File: src/verilog/trigger_step_sequencer_map.svh
// constants of the trigger step sequencer
`ifndef TRIGGER_STEP_SEQUENCER_MAP_SVH
`define TRIGGER_STEP_SEQUENCER_MAP_SVH
`define TSS_CODE_MSB 7
`define TSS_CODE_LSB 4
`define TSS_OPT_MSB 3
`define TSS_OPT_LSB 0
`define TSS_COPY_SEL_BIT 3
`define TSS_CODE_CONTROL 4'h0
`define TSS_CODE_ADD_COPY 4'h1
`define TSS_CODE3_STROBE 3'h1
`define TSS_CODE_WAIT_RISE 4'h4
`define TSS_CODE_WAIT_FALL 4'h5
`define TSS_CODE_IRQ 4'h7
`define TSS_CODE3_TRIG 3'h4
`define TSS_CODE3_JUMP 3'h5
`define TSS_CODE3_LOOP_ZERO 3'h6
`define TSS_CODE3_LOOP_ONE 3'h7
`define TSS_CTRL_NOP 4'h0
`define TSS_CTRL_CLEAR_LOOPS 4'h1
`define TSS_CTRL_HALT 4'h2
`define TSS_TGT_LIMIT_ZERO 3'h0
`define TSS_TGT_LIMIT_ONE 3'h1
`define TSS_CFG_ADJUST 2'h0
`define TSS_CFG_HOLD 2'h1
`define TSS_CFG_LIMIT_ZERO 2'h2
`define TSS_CFG_LIMIT_ONE 2'h3
`define TSS_RST_PTR 5'h00
`define TSS_RST_VALUE 16'h0000
`define TSS_RST_ADC_SEL 5'h00
`endif

File: src/verilog/trigger_step_sequencer_pkg.sv
// types of the trigger step sequencer
package trigger_step_sequencer_pkg;
    typedef logic [7:0] step_t;
    typedef logic [4:0] qaddr_t;
    typedef logic [15:0] value_t;
    typedef enum logic [2:0] {
        ST_IDLE = 3'b001,
        ST_EXEC = 3'b010,
        ST_WAIT = 3'b100
    } seq_state_t;
endpackage

File: src/verilog/trigger_step_sequencer.sv
// step-command sequencer of the trigger generator
`timescale 1ns/10ps
`default_nettype none
`include "trigger_step_sequencer_map.svh"

module trigger_step_sequencer
(
    // clock and reset
    input wire logic ref_clk,
    input wire logic rstn,
    // run control
    input wire logic startPulse,
    input wire logic stopPulse,
    // queue load
    input wire logic queueWrEn,
    input wire trigger_step_sequencer_pkg::qaddr_t queueWrAddr,
    input wire trigger_step_sequencer_pkg::step_t queueWrData,
    // settings load
    input wire logic cfgWrEn,
    input wire logic [1:0] cfgSel,
    input wire trigger_step_sequencer_pkg::value_t cfgData,
    // trigger inputs
    input wire logic [15:0] trigIn,
    // outputs to peripherals
    output logic [4:0] adcPositiveInputSelect,
    output logic [15:0] irqRequest,
    output logic [31:0] trigOut,
    // status
    output logic busy,
    output logic waiting,
    output trigger_step_sequencer_pkg::qaddr_t queuePointer,
    output trigger_step_sequencer_pkg::value_t loopCounterZero,
    output trigger_step_sequencer_pkg::value_t loopCounterOne,
    output trigger_step_sequencer_pkg::value_t loopLimitZero,
    output trigger_step_sequencer_pkg::value_t loopLimitOne
);
    import trigger_step_sequencer_pkg::*;

    // 32 steps, written by software only, read asynchronously
    step_t queueMem [0:31];

    seq_state_t state_reg, state_next;
    qaddr_t ptr_reg, ptr_next;
    value_t cnt0_reg, cnt0_next, cnt1_reg, cnt1_next;
    value_t lim0_reg, lim0_next, lim1_reg, lim1_next;
    value_t adjust_value_reg, adjust_value_next;
    value_t hold_value_reg, hold_value_next;
    logic [4:0] adcSel_reg, adcSel_next;
    logic [15:0] irq_reg, irq_next;
    logic [31:0] trig_reg, trig_next;
    logic [15:0] trigPrev_reg;
    step_t curCmd;
    logic [3:0] code;
    logic [3:0] opt;
    logic riseSeen;
    logic fallSeen;
    logic busy_reg, busy_next;
    logic waiting_reg, waiting_next;

    // the low code bit joined to the option field, shared by several steps
    function automatic qaddr_t lowField(input step_t c);
        lowField = {c[`TSS_CODE_LSB], c[`TSS_OPT_MSB:`TSS_OPT_LSB]};
    endfunction

    function automatic qaddr_t nextPtr(input qaddr_t p);
        nextPtr = p + 5'h01;
    endfunction

    always_ff @(posedge ref_clk)
    begin
        if (queueWrEn)
        begin
            queueMem[queueWrAddr] <= queueWrData;
        end
    end

    assign curCmd = queueMem[ptr_reg];
    assign code = curCmd[`TSS_CODE_MSB:`TSS_CODE_LSB];
    assign opt = curCmd[`TSS_OPT_MSB:`TSS_OPT_LSB];
    // edges are judged against last cycle's sample, so a pulse of one cycle still counts
    assign riseSeen = trigIn[opt] & ~trigPrev_reg[opt];
    assign fallSeen = ~trigIn[opt] & trigPrev_reg[opt];

    always_comb
    begin
        state_next = state_reg;
        ptr_next = ptr_reg;
        cnt0_next = cnt0_reg;
        cnt1_next = cnt1_reg;
        lim0_next = lim0_reg;
        lim1_next = lim1_reg;
        adjust_value_next = adjust_value_reg;
        hold_value_next = hold_value_reg;
        adcSel_next = adcSel_reg;
        irq_next = 16'h0000;
        trig_next = 32'h00000000;
        if (cfgWrEn)
        begin
            unique case (cfgSel)
                `TSS_CFG_ADJUST: adjust_value_next = cfgData;
                `TSS_CFG_HOLD: hold_value_next = cfgData;
                `TSS_CFG_LIMIT_ZERO: lim0_next = cfgData;
                `TSS_CFG_LIMIT_ONE: lim1_next = cfgData;
            endcase
        end
        unique case (state_reg)
            ST_IDLE:
            begin
                if (startPulse)
                begin
                    state_next = ST_EXEC;
                    ptr_next = `TSS_RST_PTR;
                    cnt0_next = `TSS_RST_VALUE;
                    cnt1_next = `TSS_RST_VALUE;
                end
            end
            ST_EXEC:
            begin
                ptr_next = nextPtr(ptr_reg);
                if (code == `TSS_CODE_CONTROL)
                begin
                    if (opt == `TSS_CTRL_CLEAR_LOOPS)
                    begin
                        cnt0_next = `TSS_RST_VALUE;
                        cnt1_next = `TSS_RST_VALUE;
                    end
                    else if (opt == `TSS_CTRL_HALT)
                    begin
                        state_next = ST_IDLE;
                    end
                end
                else if (code == `TSS_CODE_ADD_COPY)
                begin
                    // a step write wins over a software write to the same limit
                    if (opt[2:0] == `TSS_TGT_LIMIT_ZERO)
                    begin
                        lim0_next = opt[`TSS_COPY_SEL_BIT] ? hold_value_reg
                            : lim0_reg + adjust_value_reg;
                    end
                    else if (opt[2:0] == `TSS_TGT_LIMIT_ONE)
                    begin
                        lim1_next = opt[`TSS_COPY_SEL_BIT] ? hold_value_reg
                            : lim1_reg + adjust_value_reg;
                    end
                end
                else if (code[3:1] == `TSS_CODE3_STROBE)
                begin
                    adcSel_next = lowField(curCmd);
                end
                else if (code == `TSS_CODE_WAIT_RISE || code == `TSS_CODE_WAIT_FALL)
                begin
                    ptr_next = ptr_reg;
                    state_next = ST_WAIT;
                end
                else if (code == `TSS_CODE_IRQ)
                begin
                    irq_next[opt] = 1'b1;
                end
                else if (code[3:1] == `TSS_CODE3_TRIG)
                begin
                    trig_next[lowField(curCmd)] = 1'b1;
                end
                else if (code[3:1] == `TSS_CODE3_JUMP)
                begin
                    ptr_next = lowField(curCmd);
                end
                else if (code[3:1] == `TSS_CODE3_LOOP_ZERO && cnt0_reg != lim0_reg)
                begin
                    cnt0_next = cnt0_reg + 16'h0001;
                    ptr_next = lowField(curCmd);
                end
                else if (code[3:1] == `TSS_CODE3_LOOP_ONE && cnt1_reg != lim1_reg)
                begin
                    cnt1_next = cnt1_reg + 16'h0001;
                    ptr_next = lowField(curCmd);
                end
                // code 0110 and unknown options fall through as a plain advance
            end
            ST_WAIT:
            begin
                if ((code == `TSS_CODE_WAIT_RISE) ? riseSeen : fallSeen)
                begin
                    ptr_next = nextPtr(ptr_reg);
                    state_next = ST_EXEC;
                end
            end
        endcase
        // stop wins over any step in flight
        if (stopPulse)
        begin
            state_next = ST_IDLE;
        end
        // status comes from the next state so both flags leave a flop with no decode
        busy_next = (state_next != ST_IDLE);
        waiting_next = (state_next == ST_WAIT);
    end

    always_ff @(posedge ref_clk)
    begin
        if (!rstn)
        begin
            state_reg <= ST_IDLE;
            ptr_reg <= `TSS_RST_PTR;
            cnt0_reg <= `TSS_RST_VALUE;
            cnt1_reg <= `TSS_RST_VALUE;
            lim0_reg <= `TSS_RST_VALUE;
            lim1_reg <= `TSS_RST_VALUE;
            adjust_value_reg <= `TSS_RST_VALUE;
            hold_value_reg <= `TSS_RST_VALUE;
            adcSel_reg <= `TSS_RST_ADC_SEL;
            irq_reg <= 16'h0000;
            trig_reg <= 32'h00000000;
            trigPrev_reg <= 16'h0000;
            busy_reg <= 1'b0;
            waiting_reg <= 1'b0;
        end
        else
        begin
            state_reg <= state_next;
            ptr_reg <= ptr_next;
            cnt0_reg <= cnt0_next;
            cnt1_reg <= cnt1_next;
            lim0_reg <= lim0_next;
            lim1_reg <= lim1_next;
            adjust_value_reg <= adjust_value_next;
            hold_value_reg <= hold_value_next;
            adcSel_reg <= adcSel_next;
            irq_reg <= irq_next;
            trig_reg <= trig_next;
            trigPrev_reg <= trigIn;
            busy_reg <= busy_next;
            waiting_reg <= waiting_next;
        end
    end

    assign adcPositiveInputSelect = adcSel_reg;
    assign irqRequest = irq_reg;
    assign trigOut = trig_reg;
    assign busy = busy_reg;
    assign waiting = waiting_reg;
    assign queuePointer = ptr_reg;
    assign loopCounterZero = cnt0_reg;
    assign loopCounterOne = cnt1_reg;
    assign loopLimitZero = lim0_reg;
    assign loopLimitOne = lim1_reg;

    logic execNow;
    assign execNow = (state_reg == ST_EXEC) && !stopPulse;

    a_halt_control: assert property (@(posedge ref_clk) disable iff (!rstn)
        execNow && code == `TSS_CODE_CONTROL && opt == `TSS_CTRL_HALT |=> state_reg == ST_IDLE)
        else $error("halt step did not stop the sequencer");
    a_add_limit: assert property (@(posedge ref_clk) disable iff (!rstn)
        execNow && curCmd == 8'h10 |=> lim0_reg == $past(lim0_reg) + $past(adjust_value_reg))
        else $error("add step result wrong");
    a_copy_limit: assert property (@(posedge ref_clk) disable iff (!rstn)
        execNow && curCmd == 8'h19 |=> lim1_reg == $past(hold_value_reg))
        else $error("copy step result wrong");
    a_adc_select: assert property (@(posedge ref_clk) disable iff (!rstn)
        execNow && code[3:1] == 3'h1 |=> adcPositiveInputSelect == $past(curCmd[4:0]))
        else $error("adc select not loaded");
    a_wait_holds: assert property (@(posedge ref_clk) disable iff (!rstn)
        waiting && code == 4'h4 && !riseSeen && !stopPulse |=> waiting && $stable(queuePointer))
        else $error("rise wait left without an edge");
    a_wait_fall_done: assert property (@(posedge ref_clk) disable iff (!rstn)
        waiting && code == 4'h5 && fallSeen && !stopPulse
        |=> queuePointer == $past(queuePointer) + 5'h01 && state_reg == ST_EXEC)
        else $error("fall wait did not advance");
    a_irq_pulse: assert property (@(posedge ref_clk) disable iff (!rstn)
        execNow && code == 4'h7 |=> irqRequest == (16'h0001 << $past(opt)) ##1 irqRequest == 16'h0000
        || execNow)
        else $error("interrupt request wrong");
    a_trig_onehot: assert property (@(posedge ref_clk) disable iff (!rstn)
        execNow && code[3:1] == 3'h4 |=> trigOut == (32'h00000001 << $past(curCmd[4:0])))
        else $error("trigger output wrong");
    a_jump_target: assert property (@(posedge ref_clk) disable iff (!rstn)
        execNow && code[3:1] == 3'h5 |=> queuePointer == $past(curCmd[4:0]))
        else $error("jump target wrong");
    a_loop_zero: assert property (@(posedge ref_clk) disable iff (!rstn)
        execNow && code[3:1] == 3'h6 && cnt0_reg == lim0_reg
        |=> queuePointer == $past(queuePointer) + 5'h01 && $stable(loopCounterZero))
        else $error("loop zero exit wrong");
    a_loop_one: assert property (@(posedge ref_clk) disable iff (!rstn)
        execNow && code[3:1] == 3'h7 && cnt1_reg != lim1_reg
        |=> loopCounterOne == $past(loopCounterOne) + 16'h0001)
        else $error("loop one count wrong");
    a_reserved_nop: assert property (@(posedge ref_clk) disable iff (!rstn)
        execNow && code == 4'h6 |=> queuePointer == $past(queuePointer) + 5'h01
        && $stable(adcPositiveInputSelect) && trigOut == 32'h00000000)
        else $error("reserved step had an effect");
endmodule
`default_nettype wire

File: config.mk
export PLATFORM = sky130hd
export DESIGN_NAME = trigger_step_sequencer
export DESIGN_NICKNAME = d
export VERILOG_FILES = /design/src/verilog/trigger_step_sequencer_pkg.sv /design/src/verilog/trigger_step_sequencer.sv
export VERILOG_INCLUDE_DIRS = /design/src /design/src/verilog
export SDC_FILE = /design/constraint.sdc
export NUM_CORES = 1
export LEC_CHECK = 0
export BUFFER_PORTS_ARGS = -buffer_cell sky130_fd_sc_hd__buf_2
export CAP_MARGIN = 20
export CORE_ASPECT_RATIO = 1.5
export CORE_MARGIN = 4
export CORE_UTILIZATION = 30
export DETAILED_ROUTE_END_ITERATION = 8
export SYNTH_ARGS = -nofsm -noshare
export SYNTH_HDL_FRONTEND = slang
export SYNTH_SLANG_ARGS = --single-unit
File: constraint.sdc
create_clock -name ref_clk -period 3.4 [get_ports ref_clk]
set_input_delay 0.17 -clock ref_clk [delete_from_list [all_inputs] [get_ports ref_clk]]
set_output_delay 0.17 -clock ref_clk [all_outputs]
set_load 0.01 [all_outputs]
==> metrics.txt <==
# TYPE chip_impl_metric gauge
chip_impl_metric{name="grt.total_usage",unit=""} 0.181
chip_impl_metric{name="path_buf_inv",unit=""} 2
chip_impl_metric{name="maxCapViolations",unit=""} 0
chip_impl_metric{name="fp-row-count",unit=""} 112
chip_impl_metric{name="dr.first_iter.drc_count",unit=""} 1004
chip_impl_info{name="critical_path_class",value="reg -> reg"} 1
chip_impl_metric{name="grt_pass1_vias",unit=""} 14700
chip_impl_info{name="worstSetupEndpoint",value="busy"} 1
chip_impl_metric{name="power.net_switching",unit="mW"} 2.91
chip_impl_metric{name="grt_max_degree",unit=""} 56
chip_impl_metric{name="dp_worst_setup_slack",unit="ns"} -0.675
chip_impl_metric{name="overflow",unit=""} 0
chip_impl_info{name="synth_area_leader_cell",value="sky130_fd_sc_hd__edfxtp_1"} 1
chip_impl_metric{name="drt-total-wl",unit="um"} 62600
chip_impl_metric{name="timing.final.setup_violations",unit=""} 74
chip_impl_metric{name="power.share.sequential",unit=""} 0.481
chip_impl_metric{name="critical_path_cell_count",unit=""} 11
chip_impl_metric{name="die_area",unit="um2"} 67600
chip_impl_metric{name="max_clock_skew",unit="ns"} 0.0343
chip_impl_metric{name="num_io_pins",unit=""} 177
chip_impl_metric{name="slew-limit-headroom",unit=""} 0.294
chip_impl_metric{name="route.vias.total",unit=""} 14200
chip_impl_metric{name="maximum_vdd_ir_drop",unit="V"} 0.000374
chip_impl_info{name="worstReg2RegEnd",value="busy"} 1
chip_impl_metric{name="wire_length_of_the_first_global_routing_pass",unit="um"} 92200
chip_impl_metric{name="yosysTopAreaCellShare",unit=""} 0.404
chip_impl_metric{name="syn_area_per_cell",unit="um2"} 12.3
chip_impl_metric{name="place_hpwl",unit="um"} 45000
chip_impl_metric{name="synth_seq_area_share",unit=""} 0.594
chip_impl_metric{name="antenna_found_initial",unit=""} 3
chip_impl_metric{name="power_density_normalized_to_cell_area",unit="nW/um2"} 474
chip_impl_metric{name="power.internal",unit="mW"} 8.99
chip_impl_metric{name="final_worst_path_setup_slack",unit="ns"} -0.509
chip_impl_metric{name="required",unit="ns"} 3.85
chip_impl_metric{name="warning_count_from_the_yosys_run",unit=""} 0
chip_impl_metric{name="detail_route.vias_per_cell",unit=""} 5.17
chip_impl_metric{name="drc_violations",unit=""} 0
chip_impl_metric{name="async_flop_share",unit=""} 0
chip_impl_info{name="ys_dominant_reg_cell",value="sky130_fd_sc_hd__edfxtp_1"} 1
chip_impl_metric{name="clock_sinks",unit=""} 436
chip_impl_metric{name="design.final.nets",unit=""} 2004
chip_impl_info{name="root_driver",value="sky130_fd_sc_hd__clkbuf_16"} 1
chip_impl_metric{name="leakage",unit="nW"} 9.48
chip_impl_metric{name="timing_max_transition_violations_final",unit=""} 0
chip_impl_info{name="tritoncts",value="done"} 1
chip_impl_metric{name="worstRegToRegCells",unit=""} 11
chip_impl_metric{name="register_to_register_path_setup_slack",unit="ns"} -0.51
chip_impl_metric{name="die_height",unit="um"} 316
chip_impl_info{name="crit_chain",value="buf_12 -> buf_12 -> mux4_2 -> mux4_2 -> mux2_4 -> nand2_2 -> o22ai_2 -> or4_4 -> a2111o_1 -> and3_4 -> or3_4"} 1
chip_impl_metric{name="fp.dieW",unit="um"} 214
chip_impl_info{name="timing.critical_path.max_delay_family",value="multiplexers"} 1
chip_impl_metric{name="syn-instance-count",unit=""} 1542
chip_impl_metric{name="postRouteAntennaNets",unit=""} 0
chip_impl_metric{name="yosys.cell_types.count",unit=""} 76
chip_impl_metric{name="cts_clock_pin_slew_for_the_worst_setup_and_hold_paths",unit="ns"} 0.07
chip_impl_info{name="crit_slowest_cell",value="sky130_fd_sc_hd__mux4_2"} 1
chip_impl_metric{name="post-route-cell-area",unit="um2"} 25100
chip_impl_metric{name="mappedNetlistNets",unit=""} 1630
chip_impl_metric{name="hold_viol",unit=""} 0
chip_impl_metric{name="dpl_cell_area",unit="um2"} 21900
chip_impl_metric{name="layout-drive-gt1-share",unit=""} 0.332
chip_impl_metric{name="flow.area_growth_from_synthesis",unit="%"} 32.0
chip_impl_metric{name="clock_tree.buffer_depth",unit=""} 3
chip_impl_metric{name="design.core.area",unit="um2"} 62500
chip_impl_metric{name="worst_path_fanout_max",unit=""} 5
chip_impl_info{name="rsz0062_at_grt",value="yes"} 1
chip_impl_metric{name="switching_share",unit=""} 0.245
chip_impl_metric{name="synth_enable_flop_cells",unit=""} 256
chip_impl_metric{name="routabilityCongestion",unit=""} 0.918
chip_impl_info{name="hold_path.class",value="in -> reg"} 1
chip_impl_metric{name="drt_pass1_iterations",unit=""} 7
chip_impl_info{name="critical_path.endpoint_type",value="flip-flop"} 1
chip_impl_metric{name="finalCriticalPeriod",unit="ns"} 3.91
chip_impl_metric{name="worst-endpoint-arrival",unit="ns"} 4.36
chip_impl_info{name="largest-register",value="queueMem"} 1
chip_impl_metric{name="ys_seq_elements",unit=""} 436
chip_impl_info{name="status",value="complete, but fails checks"} 1
chip_impl_metric{name="floorplan.initialDensity",unit=""} 0.304
chip_impl_metric{name="cts_max_level",unit=""} 2
chip_impl_metric{name="cpPeakStageDelay",unit="ns"} 0.54
chip_impl_metric{name="post_drt_wl_per_cell",unit="um"} 22.8
chip_impl_metric{name="max_clock_freq",unit="GHz"} 0.256
chip_impl_info{name="violations",value="setup timing"} 1
chip_impl_metric{name="comb_power_share",unit=""} 0.100
chip_impl_metric{name="largest_register_ffs",unit=""} 256
chip_impl_info{name="worst_setup_path_start_kind",value="flip-flop"} 1
chip_impl_metric{name="worstMarginPinSlew",unit="ns"} 1.06
chip_impl_metric{name="tritoncts.num_buffers",unit=""} 45
chip_impl_metric{name="fillCellCount",unit=""} 5856
chip_impl_metric{name="port_buffers",unit=""} 176
chip_impl_info{name="synth_area_leaders",value="sky130_fd_sc_hd__edfxtp_1, sky130_fd_sc_hd__dfxtp_1, sky130_fd_sc_hd__mux4_2, sky130_fd_sc_hd__mux2i_1, sky130_fd_sc_hd__nor2_1"} 1
chip_impl_metric{name="worst_skew_pair.late_latency",unit="ns"} 0.60
chip_impl_metric{name="power.share.clock",unit=""} 0.419
chip_impl_metric{name="mappedNetlistArea",unit="um2"} 19000
chip_impl_metric{name="finalCritPeriodShare",unit=""} 1.15
## through the flow
stage / TNS (ns) / util / hold WS [ns] / std cells / power [mW]
2_1_floorplan: -7.20 / - / 0.246 / 1542 / 6.35
3_3_place_gp: -21.75 / 0.351 / 0.390 / 2587 / 6.82
3_5_place_dp: -23.28 / 0.351 / 0.392 / 2587 / 6.84
4_1_cts: -18.96 / 0.396 / 0.0574 / 2736 / 12.0
5_1_grt: -26.07 / 0.402 / 0.0846 / 2749 / 12.3
6_report: -21.25 / 0.402 / 0.0887 / 2750 / 11.9
## worst reg2reg max path, cell delays in order (launching register included)
cell and delay (ns):
sky130_fd_sc_hd__dfxtp_4 0.37, sky130_fd_sc_hd__buf_12 0.14, sky130_fd_sc_hd__buf_12 0.14, sky130_fd_sc_hd__mux4_2 0.54
sky130_fd_sc_hd__mux4_2 0.50, sky130_fd_sc_hd__mux2_4 0.34, sky130_fd_sc_hd__nand2_2 0.11, sky130_fd_sc_hd__o22ai_2 0.06
sky130_fd_sc_hd__or4_4 0.54, sky130_fd_sc_hd__a2111o_1 0.48, sky130_fd_sc_hd__and3_4 0.20, sky130_fd_sc_hd__or3_4 0.36
## layout make-up
cell class / count / area, um2 / area share
Timing Repair Buffer: 394 / 3140 / 0.125
Sequential cell: 436 / 11300 / 0.450
Tap cell: 798 / 998 / 0.0398
Antenna cell: 1 / 2.50 / 0.0000997
Clock buffer: 55 / 1250 / 0.0497
Multi-Input combinational cell: 1011 / 8080 / 0.322
Clock inverter: 27 / 235 / 0.00937
Inverter: 28 / 105 / 0.00419
## cell usage in the layout, fill, tap and decap left out, types with 26 or more instances in the layout
cell type / count
sky130_fd_sc_hd__inv_1: 26
sky130_fd_sc_hd__mux2i_1: 73
sky130_fd_sc_hd__ha_1: 33
sky130_fd_sc_hd__buf_2: 176
sky130_fd_sc_hd__clkbuf_16: 48
sky130_fd_sc_hd__xnor2_1: 31
sky130_fd_sc_hd__xor2_1: 37
sky130_fd_sc_hd__edfxtp_1: 256
sky130_fd_sc_hd__a21oi_1: 60
sky130_fd_sc_hd__dlygate4sd3_1: 37
sky130_fd_sc_hd__nand3_1: 33
sky130_fd_sc_hd__mux4_2: 51
sky130_fd_sc_hd__nor2_1: 152
sky130_fd_sc_hd__nand2_1: 137
sky130_fd_sc_hd__buf_4: 130
sky130_fd_sc_hd__o21ai_0: 38
sky130_fd_sc_hd__dfxtp_1: 177
## cells in the mapped netlist (17+ instances only)
cell and count:
sky130_fd_sc_hd__a22oi_1 21, sky130_fd_sc_hd__ha_1 33, sky130_fd_sc_hd__nand3_1 38, sky130_fd_sc_hd__clkbuf_1 47, sky130_fd_sc_hd__xor2_1 37, sky130_fd_sc_hd__mux2i_1 74, sky130_fd_sc_hd__inv_1 27, sky130_fd_sc_hd__dfxtp_1 180
sky130_fd_sc_hd__nand4_1 17, sky130_fd_sc_hd__edfxtp_1 256, sky130_fd_sc_hd__xnor2_1 33, sky130_fd_sc_hd__nor3_1 19, sky130_fd_sc_hd__nor2_1 170, sky130_fd_sc_hd__a211oi_1 18, sky130_fd_sc_hd__mux2_2 25, sky130_fd_sc_hd__and2_1 21
sky130_fd_sc_hd__mux4_2 45, sky130_fd_sc_hd__nand2_1 152, sky130_fd_sc_hd__o21ai_0 43, sky130_fd_sc_hd__a21oi_1 71
## per-layer routing
metal  track usage  share of wire
met5             0        0.00019
met1         0.195           0.35
met2         0.339           0.54
met4        0.0799          0.048
met3        0.0358          0.069
## kinds of logic (layout without fill, tap and decap cells)
group           Yosys count  count (layout)  share of synthesized area
buf+inv                  95             504                     0.0226
xor+xnor                 70              70                     0.0322
compound gates          230             230                     0.0781
other cells               0               1                          0
simple gates            521             521                      0.129
fa+ha+maj                35              35                     0.0238
mux                     155             155                      0.121
flops                   436             436                      0.594
## power groups by stage
stage | logic [mW] | clock network [mW] | registers, mW
after floorplan | 0.530 | 0 | 5.82
after global placement | 0.984 | 0 | 5.84
after detailed placement | 0.997 | 0 | 5.84
after CTS | 1.14 | 5.09 | 5.72
after global routing | 1.26 | 5.31 | 5.72
final | 1.19 | 4.99 | 5.72
## what timing repair did
item | 4_1_cts | 5_1_grt
hold buffers | 37 | 0
hold endpoints to repair | 77 | 0
buffers inserted | 23 | 13
endpoints found under the setup margin | 75 | 82
pin swaps | 55 | 25
gates resized for setup | 132 | 58
cloned | 7 | 0
## worst min path at each step
stage	slack (ns)	to	depth (start not counted)	from
detailed placement	0.39	trigPrev_reg[1]	2	trigIn[1]
global placement	0.39	trigPrev_reg[1]	2	trigIn[1]
CTS	0.06	queueMem[20][0]	1	queueWrData[0]
floorplan	0.25	waiting	1	stopPulse
finish	0.09	queueMem[20][0]	1	queueWrData[0]
global route	0.08	queueMem[18][0]	1	queueWrData[0]
(Power assumes the default switching activity.)
